[config.mk]
export PLATFORM = sky130hd
export DESIGN_NAME = odc_top
export DESIGN_NICKNAME = d
export VERILOG_FILES = /design/src/odc_pkg.sv /design/src/odc_dbnc_if.sv /design/src/odc_dbnc.sv /design/src/odc_top.sv
export VERILOG_INCLUDE_DIRS = /design/src
export SDC_FILE = /design/constraint.sdc
export NUM_CORES = 1
export LEC_CHECK = 0
export BUFFER_PORTS_ARGS = -buffer_cell sky130_fd_sc_hd__buf_2
export CAP_MARGIN = 20
export CORE_ASPECT_RATIO = 2
export CORE_UTILIZATION = 40
export CTS_CLUSTER_DIAMETER = 150
export DETAILED_ROUTE_END_ITERATION = 10
export GPL_TIMING_DRIVEN = 0
export PLACE_DENSITY = 0.56
export SYNTH_ARGS = -nofsm -noshare
export SYNTH_HDL_FRONTEND = slang
export SYNTH_SLANG_ARGS = --single-unit
[constraint.sdc]
create_clock -name I_CLK_SYS -period 7.48 [get_ports I_CLK_SYS]
set_input_delay 0.374 -clock I_CLK_SYS [delete_from_list [all_inputs] [get_ports I_CLK_SYS]]
set_output_delay 0.374 -clock I_CLK_SYS [all_outputs]
set_load 0.05 [all_outputs]
[src/odc_defs.svh]
// Register offsets, field positions, reset values and timing counts of the orientation block.
`ifndef ODC_DEFS_SVH
`define ODC_DEFS_SVH

`define ODC_ADDR_STATUS 8'h10
`define ODC_ADDR_CFG 8'h11
`define ODC_ADDR_DBNC 8'h12
`define ODC_ADDR_BFZ 8'h13
`define ODC_ADDR_THS 8'h14

`define ODC_CFG_DBMODE_BIT 7
`define ODC_CFG_EN_BIT 6
`define ODC_BFZ_BACK_FRONT_TRIP_SEL_HI 7
`define ODC_BFZ_BACK_FRONT_TRIP_SEL_LO 6
`define ODC_BFZ_Z_LOCKOUT_ANGLE_SEL_HI 2
`define ODC_BFZ_Z_LOCKOUT_ANGLE_SEL_LO 0
`define ODC_THS_THR_HI 7
`define ODC_THS_THR_LO 3
`define ODC_THS_HYS_HI 2
`define ODC_THS_HYS_LO 0

`define ODC_RST_CFG 8'h00
`define ODC_RST_DBNC 8'h00
`define ODC_RST_BFZ 8'h44
`define ODC_RST_THS 8'h84

`define ODC_CLK_MHZ 250
`define ODC_STEP_800_US 1250
`define ODC_STEP_400_US 2500
`define ODC_STEP_200_US 5000
`define ODC_STEP_100_US 10000
`define ODC_STEP_50_US 20000
`define ODC_STEP_LOW_US 80000
`define ODC_STEP_SLOW_US 160000
`define ODC_US_TO_CYC(us) ((us) * `ODC_CLK_MHZ)

`endif

[src/odc_pkg.sv]
// Types shared by the orientation configuration and debounce logic.
package odc_pkg;

  typedef enum logic [2:0] {
    ODC_ST_OFF = 3'b001,
    ODC_ST_FIRST = 3'b010,
    ODC_ST_TRACK = 3'b100
  } odc_state_t;

  typedef enum logic [1:0] {
    ODC_OS_NORMAL = 2'h0,
    ODC_OS_LOW_NOISE_LOW_POWER_OVERSAMPLING = 2'h1,
    ODC_OS_HIRES = 2'h2,
    ODC_OS_LP = 2'h3
  } odc_os_mode_t;

  // Orientation word: lockout, landscape/portrait code, back flag.
  typedef struct packed {
    logic lockout;
    logic [1:0] lapo;
    logic back;
  } odc_orient_t;

endpackage : odc_pkg

[src/odc_dbnc_if.sv]
// Signals between the orientation top and its debounce engine.
`timescale 1ns/10ps
interface odc_dbnc_if;
  import odc_pkg::*;
  logic tick;
  logic restart;
  logic enable;
  logic hold;
  logic dec_mode;
  logic [7:0] limit;
  odc_orient_t cand;
  odc_orient_t state;
  logic changed;

  modport ctl (output tick, restart, enable, hold, dec_mode, limit, cand, input state, changed);
  modport eng (input tick, restart, enable, hold, dec_mode, limit, cand, output state, changed);
endinterface : odc_dbnc_if

[src/odc_dbnc.sv]
// Debounce engine that accepts a new orientation once it has persisted for one step more than the programmed count.
`timescale 1ns/10ps
module odc_dbnc
  import odc_pkg::*;
(
  // Clock and reset
  input wire logic i_clk,
  input wire logic i_arst_n,
  // Control and status
  odc_dbnc_if.eng dif
);

  odc_state_t st_ff;
  logic [7:0] cnt_ff;
  odc_orient_t state_ff;
  logic changed_ff;
  logic step;

  assign step = dif.tick && !dif.hold;
  assign dif.state = state_ff;
  assign dif.changed = changed_ff;

  always_ff @(posedge i_clk or negedge i_arst_n) begin
    if (!i_arst_n) begin
      st_ff <= ODC_ST_OFF;
    end else begin
      case (st_ff)
        ODC_ST_OFF: begin
          if (dif.enable) begin
            st_ff <= ODC_ST_FIRST;
          end
        end
        ODC_ST_FIRST: begin
          if (!dif.enable) begin
            st_ff <= ODC_ST_OFF;
          end else if (step) begin
            st_ff <= ODC_ST_TRACK;
          end
        end
        ODC_ST_TRACK: begin
          if (!dif.enable) begin
            st_ff <= ODC_ST_OFF;
          end
        end
        default: begin
          st_ff <= ODC_ST_OFF;
        end
      endcase
    end
  end

  // The counter only counts on steps, so its weight follows the selected time step.
  always_ff @(posedge i_clk or negedge i_arst_n) begin
    if (!i_arst_n) begin
      cnt_ff <= 8'h00;
    end else if (dif.restart || st_ff != ODC_ST_TRACK) begin
      cnt_ff <= 8'h00;
    end else if (step) begin
      if (dif.cand != state_ff) begin
        cnt_ff <= (cnt_ff >= dif.limit) ? 8'h00 : cnt_ff + 8'h01;
      end else if (dif.dec_mode) begin
        cnt_ff <= (cnt_ff != 8'h00) ? cnt_ff - 8'h01 : 8'h00;
      end else begin
        cnt_ff <= 8'h00;
      end
    end
  end

  always_ff @(posedge i_clk or negedge i_arst_n) begin
    if (!i_arst_n) begin
      state_ff <= '0;
      changed_ff <= 1'b0;
    end else begin
      changed_ff <= 1'b0;
      if (st_ff == ODC_ST_FIRST && dif.enable && step) begin
        state_ff <= dif.cand;
        changed_ff <= 1'b1;
      end else if (st_ff == ODC_ST_TRACK && dif.enable && step && !dif.restart && dif.cand != state_ff &&
                   cnt_ff >= dif.limit) begin
        state_ff <= dif.cand;
        changed_ff <= 1'b1;
      end
    end
  end

  a_restart_clears: assert property (@(posedge i_clk) disable iff (!i_arst_n)
    dif.restart |=> cnt_ff == 8'h00)
    else $error("debounce counter not cleared by wake/sleep change");
  a_hold_freezes: assert property (@(posedge i_clk) disable iff (!i_arst_n)
    dif.hold |=> $stable(state_ff))
    else $error("orientation changed while over-range hold active");
  a_accept_at_limit: assert property (@(posedge i_clk) disable iff (!i_arst_n)
    (st_ff == ODC_ST_TRACK && $past(st_ff) == ODC_ST_TRACK && $changed(state_ff)) |->
    $past(cnt_ff) >= $past(dif.limit))
    else $error("orientation accepted before debounce count reached");
  a_clear_mode: assert property (@(posedge i_clk) disable iff (!i_arst_n)
    (st_ff == ODC_ST_TRACK && step && !dif.dec_mode && dif.cand == state_ff) |=> cnt_ff == 8'h00)
    else $error("clear mode did not clear counter");
  a_dec_mode: assert property (@(posedge i_clk) disable iff (!i_arst_n)
    (st_ff == ODC_ST_TRACK && step && !dif.restart && dif.enable && dif.dec_mode && dif.cand == state_ff &&
     cnt_ff != 8'h00) |=> cnt_ff == $past(cnt_ff) - 8'h01)
    else $error("decrement mode did not step counter down");

endmodule : odc_dbnc

[src/odc_top.sv]
// Orientation detector configuration registers, angle decode, time-step divider and status.
`timescale 1ns/10ps
`include "odc_defs.svh"
module odc_top
  import odc_pkg::*;
#(
  parameter int unsigned STEP_800_CYC = `ODC_US_TO_CYC(`ODC_STEP_800_US),
  parameter int unsigned STEP_400_CYC = `ODC_US_TO_CYC(`ODC_STEP_400_US),
  parameter int unsigned STEP_200_CYC = `ODC_US_TO_CYC(`ODC_STEP_200_US),
  parameter int unsigned STEP_100_CYC = `ODC_US_TO_CYC(`ODC_STEP_100_US),
  parameter int unsigned STEP_50_CYC = `ODC_US_TO_CYC(`ODC_STEP_50_US),
  parameter int unsigned STEP_LOW_CYC = `ODC_US_TO_CYC(`ODC_STEP_LOW_US),
  parameter int unsigned STEP_SLOW_CYC = `ODC_US_TO_CYC(`ODC_STEP_SLOW_US)
) (
  // Clock and reset
  input wire logic I_CLK_SYS,
  input wire logic I_ARST_N,
  // Register port
  input wire logic [7:0] I_REG_ADDR,
  input wire logic I_REG_WR,
  input wire logic [7:0] I_REG_WDATA,
  input wire logic I_REG_RD,
  output logic [7:0] O_REG_RDATA,
  // System mode
  input wire logic I_ACTIVE,
  input wire logic I_SLEEP,
  input wire logic [2:0] I_OUTPUT_SAMPLE_RATE,
  input wire logic [1:0] I_OVERSAMPLING_MODE,
  // Measured angles, degrees
  input wire logic [8:0] I_Z_ANGLE,
  input wire logic [6:0] I_Z_TILT,
  input wire logic [6:0] I_PL_ANGLE,
  input wire logic I_Y_NEG,
  input wire logic I_X_NEG,
  input wire logic I_OVER_RANGE,
  // Orientation outputs
  output logic [7:0] O_ORIENT_STATUS,
  output logic O_ORIENT_CHANGE_FLAG
);

  localparam logic [7:0] THR_DEG [0:31] = '{8'h00, 8'h02, 8'h04, 8'h06, 8'h08, 8'h0A, 8'h0D, 8'h0F,
    8'h11, 8'h14, 8'h18, 8'h1B, 8'h1E, 8'h23, 8'h25, 8'h28, 8'h2D, 8'h30, 8'h34, 8'h37, 8'h3C,
    8'h3F, 8'h43, 8'h46, 8'h48, 8'h4B, 8'h4D, 8'h4F, 8'h51, 8'h54, 8'h57, 8'h5A};
  localparam logic [7:0] HYS_DEG [0:7] = '{8'h00, 8'h04, 8'h07, 8'h0B, 8'h0E, 8'h11, 8'h15, 8'h18};
  localparam logic [7:0] ZLK_DEG [0:7] = '{8'h0E, 8'h12, 8'h15, 8'h19, 8'h1D, 8'h21, 8'h25, 8'h2A};
  localparam logic [8:0] BACK_LO_BASE = 9'h050;
  localparam logic [8:0] BACK_HI_BASE = 9'h118;
  localparam logic [8:0] FRONT_LO_BASE = 9'h064;
  localparam logic [8:0] FRONT_HI_BASE = 9'h104;
  localparam logic [8:0] BACK_FRONT_TRIP_SEL_STEP = 9'h005;

  logic [7:0] cfg_ff;
  logic [7:0] dbnc_ff;
  logic [7:0] bfz_ff;
  logic [7:0] ths_ff;
  logic [7:0] rdata_ff;
  logic flag_ff;
  logic sleep_ff;
  logic [27:0] div_ff;
  logic tick_ff;
  logic [27:0] step_cyc;
  logic [8:0] bk_off;
  logic [7:0] trip_deg;
  logic [7:0] hys_deg;
  logic portrait;
  odc_orient_t cand;
  logic stat_rd;

  odc_dbnc_if dif ();

  odc_dbnc u_dbnc (
    .i_clk(I_CLK_SYS),
    .i_arst_n(I_ARST_N),
    .dif(dif)
  );

  // Time step in clock cycles for a rate code and oversampling mode.
  function automatic logic [27:0] step_for(input logic [2:0] rate, input logic [1:0] mode);
    logic [27:0] cyc;
    cyc = 28'(STEP_50_CYC);
    case (rate)
      3'h0: cyc = 28'(STEP_800_CYC);
      3'h1: cyc = 28'(STEP_400_CYC);
      default: begin
        if (mode == ODC_OS_HIRES) begin
          cyc = 28'(STEP_400_CYC);
        end else if (rate == 3'h2) begin
          cyc = 28'(STEP_200_CYC);
        end else if (rate == 3'h3) begin
          cyc = 28'(STEP_100_CYC);
        end else if (rate == 3'h4 || mode == ODC_OS_NORMAL) begin
          cyc = 28'(STEP_50_CYC);
        end else if (rate == 3'h5 || mode == ODC_OS_LOW_NOISE_LOW_POWER_OVERSAMPLING) begin
          cyc = 28'(STEP_LOW_CYC);
        end else begin
          cyc = 28'(STEP_SLOW_CYC);
        end
      end
    endcase
    return cyc;
  endfunction : step_for

  assign stat_rd = I_REG_RD && I_REG_ADDR == `ODC_ADDR_STATUS;
  assign step_cyc = step_for(I_OUTPUT_SAMPLE_RATE, I_OVERSAMPLING_MODE);

  // Register writes; all bits are stored, don't-care bits feed no logic.
  always_ff @(posedge I_CLK_SYS or negedge I_ARST_N) begin
    if (!I_ARST_N) begin
      cfg_ff <= `ODC_RST_CFG;
      dbnc_ff <= `ODC_RST_DBNC;
      bfz_ff <= `ODC_RST_BFZ;
      ths_ff <= `ODC_RST_THS;
    end else if (I_REG_WR) begin
      case (I_REG_ADDR)
        `ODC_ADDR_CFG: cfg_ff <= I_REG_WDATA;
        `ODC_ADDR_DBNC: dbnc_ff <= I_REG_WDATA;
        `ODC_ADDR_BFZ: bfz_ff <= I_REG_WDATA;
        `ODC_ADDR_THS: ths_ff <= I_REG_WDATA;
        default: begin
        end
      endcase
    end
  end

  always_ff @(posedge I_CLK_SYS or negedge I_ARST_N) begin
    if (!I_ARST_N) begin
      rdata_ff <= 8'h00;
    end else if (I_REG_RD) begin
      case (I_REG_ADDR)
        `ODC_ADDR_STATUS: rdata_ff <= O_ORIENT_STATUS;
        `ODC_ADDR_CFG: rdata_ff <= cfg_ff;
        `ODC_ADDR_DBNC: rdata_ff <= dbnc_ff;
        `ODC_ADDR_BFZ: rdata_ff <= bfz_ff;
        `ODC_ADDR_THS: rdata_ff <= ths_ff;
        default: rdata_ff <= 8'h00;
      endcase
    end
  end

  // Step divider wraps with a tick as soon as its count reaches one less than the period picked by the rate and mode.
  always_ff @(posedge I_CLK_SYS or negedge I_ARST_N) begin
    if (!I_ARST_N) begin
      div_ff <= 28'h0000000;
      tick_ff <= 1'b0;
    end else if (div_ff + 28'h0000001 >= step_cyc) begin
      div_ff <= 28'h0000000;
      tick_ff <= 1'b1;
    end else begin
      div_ff <= div_ff + 28'h0000001;
      tick_ff <= 1'b0;
    end
  end

  always_ff @(posedge I_CLK_SYS or negedge I_ARST_N) begin
    if (!I_ARST_N) begin
      sleep_ff <= 1'b0;
    end else begin
      sleep_ff <= I_SLEEP;
    end
  end

  // Angle decode of the candidate orientation.
  always_comb begin
    bk_off = 9'(bfz_ff[`ODC_BFZ_BACK_FRONT_TRIP_SEL_HI:`ODC_BFZ_BACK_FRONT_TRIP_SEL_LO]) * BACK_FRONT_TRIP_SEL_STEP;
    trip_deg = THR_DEG[ths_ff[`ODC_THS_THR_HI:`ODC_THS_THR_LO]];
    hys_deg = HYS_DEG[ths_ff[`ODC_THS_HYS_HI:`ODC_THS_HYS_LO]];
    portrait = (dif.state.lapo[1] == 1'b0);
    if (portrait) begin
      portrait = {1'b0, I_PL_ANGLE} + hys_deg >= trip_deg;
    end else begin
      portrait = {1'b0, I_PL_ANGLE} > trip_deg + hys_deg;
    end
    cand.lapo = portrait ? {1'b0, I_Y_NEG} : {1'b1, I_X_NEG};
    cand.lockout = {1'b0, I_Z_TILT} < ZLK_DEG[bfz_ff[`ODC_BFZ_Z_LOCKOUT_ANGLE_SEL_HI:`ODC_BFZ_Z_LOCKOUT_ANGLE_SEL_LO]];
    if (I_Z_ANGLE < BACK_LO_BASE - bk_off || I_Z_ANGLE > BACK_HI_BASE + bk_off) begin
      cand.back = 1'b1;
    end else if (I_Z_ANGLE > FRONT_LO_BASE + bk_off && I_Z_ANGLE < FRONT_HI_BASE - bk_off) begin
      cand.back = 1'b0;
    end else begin
      cand.back = dif.state.back;
    end
  end

  assign dif.tick = tick_ff;
  assign dif.restart = sleep_ff != I_SLEEP;
  assign dif.enable = cfg_ff[`ODC_CFG_EN_BIT] && I_ACTIVE;
  assign dif.hold = I_OVER_RANGE;
  assign dif.dec_mode = cfg_ff[`ODC_CFG_DBMODE_BIT];
  assign dif.limit = dbnc_ff;
  assign dif.cand = cand;

  // A new change in the read cycle wins over the clear.
  always_ff @(posedge I_CLK_SYS or negedge I_ARST_N) begin
    if (!I_ARST_N) begin
      flag_ff <= 1'b0;
    end else if (dif.changed) begin
      flag_ff <= 1'b1;
    end else if (stat_rd) begin
      flag_ff <= 1'b0;
    end
  end

  assign O_REG_RDATA = rdata_ff;
  assign O_ORIENT_CHANGE_FLAG = flag_ff;
  assign O_ORIENT_STATUS = {flag_ff, dif.state.lockout, 3'b000, dif.state.lapo, dif.state.back};

  a_flag_set_wins: assert property (@(posedge I_CLK_SYS) disable iff (!I_ARST_N)
    dif.changed |=> flag_ff)
    else $error("change flag not set after orientation change");
  a_flag_read_clr: assert property (@(posedge I_CLK_SYS) disable iff (!I_ARST_N)
    (stat_rd && !dif.changed) |=> !flag_ff)
    else $error("status read did not clear change flag");
  a_disabled_quiet: assert property (@(posedge I_CLK_SYS) disable iff (!I_ARST_N)
    !cfg_ff[`ODC_CFG_EN_BIT] [*2] |-> !dif.changed)
    else $error("orientation change reported while disabled");
  a_tick_spacing: assert property (@(posedge I_CLK_SYS) disable iff (!I_ARST_N)
    (step_cyc == 28'(STEP_800_CYC) && $stable(step_cyc) && div_ff == 28'(STEP_800_CYC) - 28'h0000001) |=>
    (tick_ff && div_ff == 28'h0000000))
    else $error("step tick missing at 800 Hz period");
  a_hires_step: assert property (@(posedge I_CLK_SYS) disable iff (!I_ARST_N)
    (I_OVERSAMPLING_MODE == ODC_OS_HIRES && I_OUTPUT_SAMPLE_RATE != 3'h0) |-> step_cyc == 28'(STEP_400_CYC))
    else $error("high resolution step not held at 2.5 ms");
  a_status_layout: assert property (@(posedge I_CLK_SYS) disable iff (!I_ARST_N)
    $rose(stat_rd) |=> O_REG_RDATA[7] == $past(flag_ff))
    else $error("status read data does not carry change flag");

endmodule : odc_top

======== Yosys cells after proc, flatten, opt, wreduce, memory -nomap -nowiden ========
Memory sizes are Yosys's and may differ from the RTL's.
Index checks and enable logic that the tools add are counted.
word-level totals
  input bits .............................. 53
  output and inout bits ................... 17
  memories kept ........................... 3
  word-level logic and storage cells ...... 128
  bits in registers ....................... 87
  memory bits (read-only) ................. 384
operators by class
  mux-type cells .......................... 36
  reductions and logical operators ........ 28
  bitwise logic cells ..................... 3
  $add $sub $neg .......................... 9
  equality and inequality tests ........... 21
  $mul .................................... 1
  order comparisons ....................... 12
memory list
  name             depth  bits a word  rd ports  clocked after Yosys merged registers in  wr ports  line            text
  (no name shown)  32     8            1         0                                        0         odc_top.sv:165  trip_deg = THR_DEG[ths_ff[`ODC_THS_THR_HI:`ODC_THS_THR_LO]];
  (no name shown)  8      8            1         0                                        0         odc_top.sv:174  cand.lockout = {1'b0, I_Z_TILT} < ZLK_DEG[bfz_ff[`ODC_BFZ_Z_LOCKOUT_ANGLE_SEL_HI:`ODC_BFZ_Z_LOCKOUT_ANGLE_SEL_ ...
  (no name shown)  8      8            1         0                                        0         odc_top.sv:166  hys_deg = HYS_DEG[ths_ff[`ODC_THS_HYS_HI:`ODC_THS_HYS_LO]];
operators with widths
  kind                                                  number
  2-to-1 mux 26 bit                                     5
  2-to-1 mux 8 bit                                      12
  case mux 28 bit (2 select lines)                      1
  equality test 8 x 5 -> 1 bit (second input constant)  5
  case mux 8 bit (5 select lines)                       1
  adder 28 x 1 -> 28 bit (second input constant)        1
  >= comparator 28 bit                                  1
  2-to-1 mux 28 bit                                     1
  < comparator 9 bit                                    2
  >= comparator 8 bit                                   2
  2-to-1 mux 3 bit                                      4
  logical AND 1 bit                                     11
  adder 9 x 5 -> 9 bit (first input constant)           1
  equality test 3 x 2 -> 1 bit (second input constant)  3
  equality test 3 bit (second input constant)           3
  > comparator 9 x 8 -> 1 bit                           1
  > comparator 9 bit                                    1
  case mux 3 bit (3 select lines)                       1
  subtractor 9 x 5 -> 9 bit (first input constant)      1
  adder 7 x 5 -> 8 bit (first input constant)           1
  adder 7 x 8 -> 8 bit                                  1
  adder 8 x 1 -> 8 bit (second input constant)          1
  adder 8 bit                                           1
  >= comparator 4 bit (second input constant)           2
  other kinds (27)                                      47

======== Longest topological paths before layout ========
Gate-level depths: netlist (run 1).
  word-level depth ........................ 13
  mapped depth ............................ 27
  mapped depth without buffers ............ 25

======== Hierarchy ========
Synthesis (run 1) repeated with hierarchy kept, for this count alone.
unflattened totals
  cells, all modules ...................... 848
  area, all modules ....................... 7717.4 µm²
modules (own cells, without submodules)
  module    area an instance (µm²)  sequential area each (µm²)  instances  cells an instance
  odc_top   6362.4                  1781.7                      1          689
  odc_dbnc  1355.0                  401.6                       1          159

======== Worst setup path after synthesis (run 1) ========
No wires, ideal clock.
  path kind ............................... register to register
  from .................................... register ths_ff[4]
  to ...................................... register u_dbnc.cnt_ff[3]
  slack ................................... 2732 ps
  path buffers ............................ 1
  data arrival time ....................... 4624 ps
  cell stages (with the launch flop) ...... 25
  clock period less this slack ............ 4748 ps
  required time ........................... 7356 ps
  library setup time ...................... 124 ps
  cells stage by stage .................... dfrtp_1 clkbuf_1 inv_1 ha_1 xor2_1 o21ai_0 ha_1 fa_1 a21oi_1 nor2_1 nor2_1 nor2b_1 nor2_1 o31ai_1 a21oi_1 ha_1 nand3_2 nor3_4 o21a_2 o31ai_1 a311oi_4 xnor2_2 o211a_4 a32o_1 a211o_1
on the way
  cells in the longest elaborated chain, start to end .. 12
  elaborated cells on any way between the ends .. 13
  those cells by class .................... 1 x add/sub; 2 x order compare; 1 x eq/ne; 7 x mux; 1 x bitwise; 1 x memory
RTL lines
  what                                line            text
  from (decl)                         odc_top.sv:55   logic [7:0] ths_ff;
  from (signal assigned)              odc_top.sv:112  ths_ff <= `ODC_RST_THS;
  inverter 5 -> 6 bit (*)             odc_top.sv:165
  memory read (32 x 8 bit) (*)        -
  2-to-1 mux 8 bit (*) (2 in series)  odc_top.sv:165
  adder 8 bit                         odc_top.sv:171  portrait = {1'b0, I_PL_ANGLE} > trip_deg + hys_deg;
  > comparator 7 x 8 -> 1 bit         odc_top.sv:171
  2-to-1 mux 1 bit (*)                odc_top.sv:168  if (portrait) begin
  2-to-1 mux 2 bit (*)                odc_top.sv:173  cand.lapo = portrait ? {1'b0, I_Y_NEG} : {1'b1, I_X_NEG};
  inequality test 4 bit (*)           odc_dbnc.sv:59  if (dif.cand != state_ff) begin
  2-to-1 mux 8 bit (*)                odc_dbnc.sv:59
  2-to-1 mux 8 bit (*)                odc_dbnc.sv:58  end else if (step) begin
  2-to-1 mux 8 bit (*)                odc_dbnc.sv:56  end else if (dif.restart || st_ff != ODC_ST_TRACK) begin
  to (signal assigned)                odc_dbnc.sv:60  cnt_ff <= (cnt_ff >= dif.limit) ? 8'h00 : cnt_ff + 8'h01;
  to (signal assigned)                odc_dbnc.sv:62  cnt_ff <= (cnt_ff != 8'h00) ? cnt_ff - 8'h01 : 8'h00;
  to (decl)                           odc_dbnc.sv:14  logic [7:0] cnt_ff;
Mark *: on every way between the ends. The rest lies on a longest branch, timed or not. The select of a mux whose other input is x is not followed.
A chain may end at the register's enable or synchronous reset.

======== Worst setup path in the final report (run 1) ========
  from .................................... register ths_ff[4]
  to ...................................... register u_dbnc.state_ff, in the netlist u_dbnc.dif.state[0]
on the way
  cells in the longest elaborated chain, start to end .. 12
  elaborated cells on any way between the ends .. 13
  those cells by class .................... 1 x add/sub; 2 x order compare; 1 x eq/ne; 4 x mux; 1 x bitwise; 3 x reduce/logical; 1 x memory
RTL lines
  what                                     line            text
  inverter 5 -> 6 bit (*)                  odc_top.sv:165
  memory read (32 x 8 bit) (*)             -
  2-to-1 mux 8 bit (*) (2 in series)       odc_top.sv:165
  adder 8 bit                              odc_top.sv:171
  > comparator 7 x 8 -> 1 bit              odc_top.sv:171
  2-to-1 mux 1 bit (*)                     odc_top.sv:168
  2-to-1 mux 2 bit (*)                     odc_top.sv:173
  inequality test 4 bit (*)                odc_dbnc.sv:78  end else if (st_ff == ODC_ST_TRACK && dif.enable && step && !dif.restart && dif.cand != state_ff &&
  logical AND 1 bit (*) (2 in series)      odc_dbnc.sv:78
  nonzero test 2 bit (no source line) (*)  -
  to (signal assigned)                     odc_dbnc.sv:76  state_ff <= dif.cand;
  to (signal assigned)                     odc_dbnc.sv:80  state_ff <= dif.cand;
  to (decl)                                odc_dbnc.sv:15  odc_orient_t state_ff;
Marks and branches as above.

==> impl_metrics.json, run 1 <==
{
  "rsz0062_at_grt": "false",
  "relSlewSlack_pct": 49.8,
  "clock_latency_ps": 340,
  "placed_cell_area_um2": 7960,
  "area_growth_pct": 13.2,
  "maxCapViolations": 0,
  "row_count": 69,
  "postLayoutCoreUtil_pct": 46.5,
  "nNetsFinal": 1031,
  "async_flop_share_pct": 100,
  "critPathTopFamily": "compound AO/OA/AOI/OAI gates",
  "die_x_um": 97.8,
  "die_area_um2": 18900,
  "worst_pin_slew_ps": 744,
  "status": "complete, but fails checks",
  "rr_endpoint": "u_dbnc.dif.state[0]",
  "hold_class": "input port to flip-flop",
  "yosysSeqAreaShare_pct": 29.8,
  "dp_hpwl_um": 15800,
  "peakVddDrop_uv": 99.0,
  "grt_max_degree": 54,
  "num-fill-cells": 1759,
  "htree_levels": 3,
  "slowest_stage": "o21ai_0",
  "multi_input_area_um2": 4830,
  "antenna_found_initial": 0,
  "io_pins": 70,
  "clock_path_buffers": 2,
  "post_cts.repair.setup_buffers": 0,
  "yosysWarnings": 0,
  "fin_skew_ps": 9.40,
  "end_kind": "flip-flop",
  "cts_tree": "yes",
  "grt_pass1_vias": 6305,
  "finalCritPeriodShare_pct": 79.5,
  "path_class": "flip-flop to flip-flop",
  "synth_area_um2": 7330,
  "synth_ff_type": "dfrtp_1",
  "setup_viol": 0,
  "post_drt_wl_per_cell_um": 17.4,
  "port_buffers": 63,
  "arrival_ps": 6150,
  "final_max_slew_viol_count": 0,
  "num_vias": 6101,
  "die_h_um": 194,
  "grt_use_total_pct": 20.9,
  "path_cells": "clkbuf_1 -> inv_1 -> ha_1 -> nand2_1 -> a21oi_1 -> o21ai_0 -> ha_1 -> inv_1 -> nor2_1 -> nor2_1 -> nor2b_1 -> nor2_1 -> a21boi_0 -> a21oi_1 -> ha_1 -> nand3_2 -> nor3_4 -> o31ai_1 -> a311oi_4 -> xnor2_2 -> o21ai_2 -> a2111oi_0 -> o32ai_1",
  "netlist_instances": 792,
  "cts-root-buf": "clkbuf_16",
  "period_needed_ps": 5940,
  "synth-edff-count": 0,
  "drc": 28,
  "critPathLaunchType": "flip-flop",
  "ant_nets": 0,
  "ys_types": 75,
  "critPathMaxStageDelay_ps": 610,
  "avgViaCountPerCell": 5.59,
  "whs_ps": 173,
  "fin_area_um2": 8300,
  "worst_hold_path.endpoint": "sleep_ff",
  "grt_overflow": 0,
  "drtIter0Drc": 288,
  "reg2reg_slack_ps": 1540,
  "clkSlewWorstSetupHoldPaths_ps": 70,
  "worstRegToRegCells": 23,
  "hp-start": "I_SLEEP",
  "setup_tns_ps": 0,
  "drive_gt1_share_pct": 17.0,
  "p_leak_nw": 3.92,
  "syn_area_per_cell_um2": 9.26,
  "max_freq_mhz": 168,
  "p_total_mw": 1.25,
  "hold_viol": 0,
  "r2r_start": "ths_ff[4]",
  "cts_made_buffers": 9,
  "grt_pass1_wl_um": 31000,
  "ys_ff_latch": 87,
  "routed_wl_um": 19000,
  "holdPathStages": 1,
  "drt_pass1_iterations": 7,
  "cp_num_buf_inv": 3,
  "core_um2": 17900,
  "regArea_um2": 2180,
  "power_density_nw_per_um2": 151,
  "start_util_pct": 41.0,
  "place.gp.congestion": 0.874,
  "violations": "design-rule violations",
  "crit_required_ps": 7680,
  "worstPathMaxFanout": 8,
  "numClockSinks": 87
}
worst max path at each step:
| stage | start | end | slack (ps) | cells after the start |
|---|---|---|---|---|
| after global placement | ths_ff[4] | u_dbnc.cnt_ff[3] | 1570 | 24 |
| after floorplan | ths_ff[4] | u_dbnc.cnt_ff[3] | 2730 | 24 |
| after detailed placement | ths_ff[4] | u_dbnc.dif.state[0] | 1560 | 23 |
| after global routing | ths_ff[4] | u_dbnc.dif.state[0] | 1140 | 26 |
| final | ths_ff[4] | u_dbnc.dif.state[0] | 1540 | 23 |
| after CTS | ths_ff[4] | u_dbnc.dif.state[0] | 1510 | 23 |
kinds of logic (layout without fill, tap and decap cells):
logic type,after synthesis,count (layout),share of synthesized area [%]
other cells,1,6,0.0511
fa+ha+maj,106,106,18.3
mux,44,44,6.93
compound gates,197,197,18.9
simple gates,235,235,16.7
buf+inv,82,163,4.52
flops,87,87,29.8
xor+xnor,40,40,4.88
cells in the final DEF (no fill, tap or decap), types with 9 or more instances in the layout:
cell	count
nand2b_1	11
a21oi_1	54
buf_2	63
nand2_1	45
clkbuf_16	9
xor2_1	12
dfrtp_1	82
o21ai_0	28
and3_1	14
xnor2_1	27
nand3_1	28
inv_1	53
clkbuf_1	18
nor2b_1	35
ha_1	104
a21o_1	17
mux2_2	34
nor3_1	17
nor2_1	51
a211oi_1	9
per-stage QoR:
| stage | worst slack [ps] | instances |
|---|---|---|
| after detailed placement | 1560 | 1073 |
| after global routing | 1140 | 1090 |
| after global placement | 1570 | 1072 |
| after CTS | 1510 | 1090 |
| final | 1540 | 1091 |
| after floorplan | 2730 | 796 |
where the power goes:
| group | switching, mW | leakage [nW] | total (mW) | internal [mW] |
|---|---|---|---|---|
| clock | 0.199 | 0.157 | 0.495 | 0.296 |
| combinational | 0.158 | 2.61 | 0.258 | 0.100 |
| sequential | 0.0131 | 1.15 | 0.497 | 0.484 |
repair_timing:
| item | in CTS | in global routing |
|---|---|---|
| resized for setup | 0 | 0 |
| endpoints found under the setup margin | 0 | 0 |
| hold buffers | 1 | 0 |
| endpoints found under the hold margin | 5 | 0 |
layer usage:
layer	GRT usage (%)	vias up	share of wire [%]	wire (um)
met5	0	-	0	0
met4	8.75	0	3.6	677
met3	2.85	34	2.7	518
met2	45.0	115	61	11500
met1	18.3	2914	33	6270
li1	-	3038	-	-
final cells by class:
class	instances	area share [%]
sequential	87	26.3
antenna	1	0.0301
clock inverter	7	1.24
clock buffer	9	2.71
tap	213	3.21
multi-input combinational	627	58.2
buffer	29	1.60
timing repair buffer	65	4.28
inverter	53	2.40
cells in the mapped netlist, types with 3 or more instances:
library cell,number,area share (%)
ha_1,104,18
dfrtp_1,82,28
a21oi_1,54,3.7
inv_1,53,2.7
nor2_1,51,2.6
nand2_1,45,2.3
nor2b_1,35,3.0
mux2_2,34,5.2
nand3_1,28,1.9
o21ai_0,28,1.9
xnor2_1,27,3.2
clkbuf_1,18,0.92
a21o_1,17,1.7
nor3_1,17,1.2
and3_1,14,1.2
xor2_1,12,1.4
nand2b_1,11,0.94
a211oi_1,9,0.92
a31oi_1,8,0.68
mux2i_1,8,1.1
o21a_1,8,0.82
o211ai_1,7,0.72
a222oi_1,6,0.82
o2111ai_1,6,0.72
buf_1,5,0.26
dfstp_2,5,1.8
nand4_1,5,0.43
a221oi_2,4,0.82
a31o_2,4,0.48
and2_1,4,0.34
buf_4,4,0.41
o21ai_1,4,0.27
o31ai_1,4,0.41
or3_1,4,0.34
a211o_1,3,0.36
a22o_1,3,0.36
a22oi_1,3,0.31
nor4_1,3,0.26
or4_1,3,0.31
registers in the layout, indices dropped and copies added (netlist names):
signal	cells
u_dbnc.cnt_ff	8
cfg_ff	8
bfz_ff	8
u_dbnc.dif.state	4
O_REG_RDATA	8
div_ff	28
ths_ff	8
dif.tick	1
sleep_ff	1
u_dbnc.st_ff	3
dbnc_ff	8
O_ORIENT_CHANGE_FLAG	1
u_dbnc.dif.changed	1
Power figures use the tool's default switching activity.
==> run 2: changes to the inputs <==
PLACE_DENSITY = 0.58   (was 0.56)
clock period = 4.76 ns   (was 7.48 ns; I/O delays follow)
==> run 2 against run 1 <==
Net effect: combinational power up 74%; final area up 5.0%; die area unchanged; power up 53%; clock skew up 1.3 ps; first-iteration DRC count down 11%; register-to-register slack worse by 1500 ps; worst setup slack worse by 1500 ps; flip-flop and latch count unchanged; the flow still finishes with violations (design-rule violations); clock power up 39%; core utilization up 2.3 points.
==> impl_metrics.json, run 2 (synthesized netlist as in run 1, its figures left out) <==
{
  "whs_ps": 53.1,
  "comb_power_share_pct": 23.4,
  "largest_reg_flops": 28,
  "io_pins": 70,
  "grt_max_degree": 48,
  "diodes": 0,
  "top_register": "div_ff",
  "placed_cell_area_um2": 7960,
  "port_buffers": 63,
  "holdPathStages": 1,
  "critPathMaxStageDelay_ps": 440,
  "arrival_ps": 4980,
  "row_count": 69,
  "avgViaCountPerCell": 5.64,
  "post_drt_wl_per_cell_um": 17.5,
  "start_util_pct": 41.0,
  "fin_area_um2": 8720,
  "swShare_pct": 31.2,
  "p_leak_nw": 4.10,
  "peakVddDrop_uv": 164,
  "clock_path_buffers": 2,
  "clock_latency_ps": 350,
  "path_class": "flip-flop to flip-flop",
  "power_frac_clock_pct": 35.8,
  "hold_class": "input port to flip-flop",
  "max_freq_mhz": 210,
  "drive_gt1_share_pct": 23.6,
  "rr_endpoint": "u_dbnc.cnt_ff[3]",
  "htree_levels": 3,
  "worstPathMaxFanout": 5,
  "hold_viol": 0,
  "final_cell_mix": "ha_1, dfrtp_1, buf_2",
  "drc": 20,
  "grt_overflow": 0,
  "place.gp.congestion": 0.859,
  "num_vias": 6298,
  "drtIter0Drc": 256,
  "dp_hpwl_um": 15700,
  "end_kind": "flip-flop",
  "worstRegToRegCells": 23,
  "path_cells": "ha_1 -> nor2b_1 -> a211o_1 -> a31o_4 -> fa_2 -> a21oi_2 -> nor2_1 -> nor2_1 -> nor2b_1 -> nor2_2 -> o31ai_2 -> a21oi_2 -> ha_4 -> nand3_4 -> nor3_4 -> o21a_2 -> o31ai_4 -> a311oi_4 -> buf_6 -> xnor2_4 -> o211a_4 -> a32o_2 -> a211o_1",
  "die_area_um2": 18900,
  "final_max_slew_viol_count": 0,
  "grt_use_total_pct": 21.3,
  "cts-root-buf": "clkbuf_16",
  "area_growth_pct": 18.9,
  "p_int_mw": 1.32,
  "grt_pass1_vias": 6434,
  "worst_hold_path.endpoint": "sleep_ff",
  "mostFrequentLayoutCell": "ha_1",
  "cts_tree": "yes",
  "rsz0062_at_grt": "true",
  "status": "complete, but fails checks",
  "worst_pin_slew_ps": 642,
  "critPathLaunchType": "flip-flop",
  "crit_required_ps": 4990,
  "power_density_nw_per_um2": 220,
  "core_um2": 17900,
  "fin_skew_ps": 10.7,
  "ant_nets": 0,
  "p_seq_share_pct": 40.8,
  "relSlewSlack_pct": 57.0,
  "drt_pass1_iterations": 8,
  "grt_pass1_wl_um": 31600,
  "nNetsFinal": 1058,
  "cts_made_buffers": 9,
  "hp-start": "I_SLEEP",
  "routed_wl_um": 19500,
  "violations": "design-rule violations",
  "finalCritPeriodShare_pct": 100,
  "die_x_um": 97.8,
  "numClockSinks": 87,
  "die_h_um": 194,
  "reg2reg_slack_ps": 1,
  "p_sw_mw": 0.598,
  "setup_viol": 0,
  "slowest_stage": "dfrtp_2",
  "r2r_start": "ths_ff[3]",
  "antenna_found_initial": 1,
  "period_needed_ps": 4760,
  "p_total_mw": 1.92,
  "clkSlewWorstSetupHoldPaths_ps": 70,
  "maxCapViolations": 0
}
run 2: power groups by stage:
stage | Combinational (mW) | Sequential, mW | Clock, mW
2_1_floorplan | 0.262 | 0.805 | 0
3_3_place_gp | 0.398 | 0.795 | 0
3_5_place_dp | 0.405 | 0.796 | 0
4_1_cts | 0.438 | 0.782 | 0.707
5_1_grt | 0.502 | 0.786 | 0.738
6_report | 0.449 | 0.783 | 0.688
run 2: routing by layer:
metal,up-vias,GRT usage (%),part of all wire [%]
li1,3094,-,-
met3,50,2.20,2.7
met1,3020,19.1,33
met4,0,10.9,4.5
met5,-,0,0
met2,134,44.7,60
run 2: area by class of cell:
cell class / count / area [um^2]
fill: 1762 / 9150
multi-input combinational: 627 / 5040
sequential: 87 / 2180
timing repair buffer: 94 / 584
tap: 213 / 267
clock buffer: 10 / 239
inverter: 53 / 206
buffer: 27 / 145
clock inverter: 6 / 51.3
run 2: how the worst max path moves through the flow:
| stage | cells after the start | startpoint | slack, ps | end |
|---|---|---|---|---|
| 2_1_floorplan | 24 | ths_ff[4] | 10 | u_dbnc.cnt_ff[3] |
| 3_3_place_gp | 23 | ths_ff[4] | -1140 | u_dbnc.dif.state[0] |
| 3_5_place_dp | 24 | ths_ff[4] | -1100 | u_dbnc.dif.state[0] |
| 4_1_cts | 26 | ths_ff[4] | -80 | u_dbnc.cnt_ff[3] |
| 5_1_grt | 28 | ths_ff[4] | -220 | u_dbnc.cnt_ff[3] |
| 6_report | 23 | ths_ff[3] | 1 | u_dbnc.cnt_ff[3] |
run 2: per-stage QoR:
step                worst slack (ps)  utilization [%]  std cells  TNS (ps)
floorplan                       12.4                -        796         0
global placement               -1140             44.4       1072    -12840
detailed placement             -1100             44.5       1073    -12700
CTS                            -84.9             47.9       1112      -305
global route                    -223             48.8       1117     -1980
finish                          1.42             48.8       1117         0
run 2: timing repair:
item / in CTS / in global routing
setup buffers: 23 / 7
pin swaps: 22 / 28
gates resized for setup: 39 / 22
hold buffers: 1 / 0
hold endpoints to repair: 39 / 0
setup endpoints to repair: 13 / 13
run 2: worst max-delay path: cells and delay by family (launching register included):
kind | cells | cell delay [ps]
XOR/XNOR | 1 | 110
AO/OA/AOI/OAI | 11 | 2320
flip-flops | 1 | 440
AND/OR/NAND/NOR | 7 | 820
buffers and inverters | 1 | 160
adder cells (fa/ha/maj) | 3 | 790
==> run 3: changes to the inputs <==
CELL_PAD_IN_SITES_DETAIL_PLACEMENT = 0   (was default)
CELL_PAD_IN_SITES_GLOBAL_PLACEMENT = 1   (was default)
PLACE_DENSITY = 0.69   (was 0.58)
clock period = 4.8 ns   (was 4.76 ns; I/O delays follow)
==> run 3 against run 2 <==
Net effect: power up 3.4%; first-iteration DRC count up 3.9%; global-route usage up 0.41 points; the run ends with design-rule violations, negative setup slack left; critical endpoint unchanged; critical path type unchanged; maximum frequency down 1.0%.
==> impl_metrics.json, run 3 (synthesized netlist as in run 1, its figures left out) <==
{
  "routed_wl_um": 20100,
  "arrival_ps": 5030,
  "r2r_start": "ths_ff[4]",
  "diodes": 0,
  "drc": 10,
  "core_um2": 17900,
  "peakVddDrop_uv": 158,
  "clock_path_buffers": 2,
  "period_needed_ps": 4810,
  "row_count": 69,
  "htree_levels": 3,
  "hp-start": "I_SLEEP",
  "drtIter0Drc": 266,
  "die_h_um": 194,
  "place_inst": 1073,
  "die_area_um2": 18900,
  "grt_max_degree": 62,
  "fin_skew_ps": 11.5,
  "swShare_pct": 29.7,
  "area_growth_pct": 18.1,
  "cts_tree": "yes",
  "num_vias": 6304,
  "setup_slack_ps": -8.58,
  "rsz0062_at_grt": "true",
  "top_register": "div_ff",
  "avgViaCountPerCell": 5.67,
  "power_frac_clock_pct": 38.7,
  "start_util_pct": 41.0,
  "port_buffers": 63,
  "crit_required_ps": 5020,
  "p_total_mw": 1.99,
  "final_max_slew_viol_count": 0,
  "p_leak_nw": 4.08,
  "cts_made_buffers": 9,
  "ant_nets": 0,
  "setup_viol": 1,
  "mostFrequentLayoutCell": "ha_1",
  "dp_hpwl_um": 16400,
  "finalCritPeriodShare_pct": 100,
  "max_freq_mhz": 208,
  "p_int_mw": 1.40,
  "postLayoutCoreUtil_pct": 48.5,
  "hold_viol": 0,
  "critPathLaunchType": "flip-flop",
  "numClockSinks": 87,
  "violations": "design-rule violations, negative setup slack",
  "fin_area_um2": 8660,
  "cts-root-buf": "clkbuf_16",
  "p_seq_share_pct": 39.1,
  "nNetsFinal": 1053,
  "power_density_nw_per_um2": 229,
  "status": "complete, but fails checks",
  "comb_power_share_pct": 22.2,
  "placed_cell_area_um2": 7960,
  "maxCapViolations": 0,
  "place.gp.congestion": 0.830,
  "relSlewSlack_pct": 53.0,
  "clock_latency_ps": 350,
  "grt_pass1_wl_um": 32300,
  "whs_ps": 37.1,
  "final_cell_mix": "ha_1, dfrtp_1, buf_2",
  "end_kind": "flip-flop",
  "worst_pin_slew_ps": 703,
  "hold_class": "input port to flip-flop",
  "drive_gt1_share_pct": 22.4,
  "die_x_um": 97.8,
  "drt_pass1_iterations": 10,
  "largest_reg_flops": 28,
  "num-fill-cells": 1745,
  "p_sw_mw": 0.589,
  "setup_tns_ps": -8.58,
  "place_ws_ps": -1110,
  "antenna_found_initial": 0,
  "post_drt_wl_per_cell_um": 18.0,
  "fin_cells": 1112,
  "path_class": "flip-flop to flip-flop",
  "clkSlewWorstSetupHoldPaths_ps": 70,
  "grt_use_total_pct": 21.7,
  "worstPathMaxFanout": 5,
  "crit_path_start": "ths_ff[4]",
  "io_pins": 70,
  "grt_overflow": 0,
  "grt_pass1_vias": 6577
}
-- run 3: cell count changes in the layout (fill, tap and decap cells not counted), sizes merged --
| cell | delta |
|---|---|
| buf | -5 |
| clkbuf | -1 |
| clkinv | -1 |
| bufinv | +2 |
-- run 3: power groups by stage --
stage	sequential, mW	clock (mW)	combinational [mW]
final	0.776	0.768	0.442
after global routing	0.779	0.815	0.494
after CTS	0.775	0.788	0.440
after detailed placement	0.789	0	0.411
after global placement	0.788	0	0.395
after floorplan	0.798	0	0.259
-- run 3: path summary, 6_finish.rpt --
check / to / slack (ps) / cells past startpoint
min in group asynchronous: div_ff[1] / 350 / 2
setup reg to reg: u_dbnc.cnt_ff[3] / -9 / 24
max in group asynchronous: ths_ff[2] / 3770 / 3
hold / removal: sleep_ff / 40 / 1
hold reg to reg: u_dbnc.st_ff[1] / 480 / 1
setup / recovery: u_dbnc.cnt_ff[3] / -9 / 24
-- run 3: timing repair --
item | in CTS | in global routing
hold buffers | 1 | 0
setup buffers | 24 | 1
setup endpoints to repair | 13 | 13
cloned | 0 | 0
hold endpoints to repair | 25 | 0
gates resized for setup | 36 | 16
pin swaps | 22 | 17
-- run 3: critical path, stage by stage, from the launching register on --
cell,delay [ps]
dfrtp_1,400
buf_4,150
ha_2,160
nor2b_1,120
a211o_1,240
a31o_4,240
fa_2,360
a21oi_2,160
nor2_1,50
nor2_1,130
nor2b_1,70
nor2_2,170
o31ai_2,100
a21oi_2,250
ha_4,250
nand3_4,80
nor3_4,60
o21a_2,200
o311a_1,130
a311oi_4,270
buf_6,160
xnor2_4,110
o211a_4,290
a32o_1,220
a211o_1,290
-- run 3: per-layer routing --
layer / vias up / wire (um) / track usage, %
met5: - / 0 / 0
met4: 0 / 584 / 8.87
met3: 37 / 542 / 2.46
met2: 129 / 12700 / 48.0
met1: 3051 / 6240 / 18.1
li1: 3087 / - / -
-- run 3: area by class of cell --
| type | instances | area (um^2) | area share, % |
|---|---|---|---|
| inverter | 53 | 206 | 2.38 |
| buffer | 27 | 146 | 1.69 |
| multi-input combinational | 627 | 4980 | 57.5 |
| tap | 213 | 267 | 3.08 |
| clock inverter | 7 | 103 | 1.18 |
| clock buffer | 9 | 225 | 2.60 |
| timing repair buffer | 89 | 547 | 6.31 |
| sequential | 87 | 2180 | 25.2 |
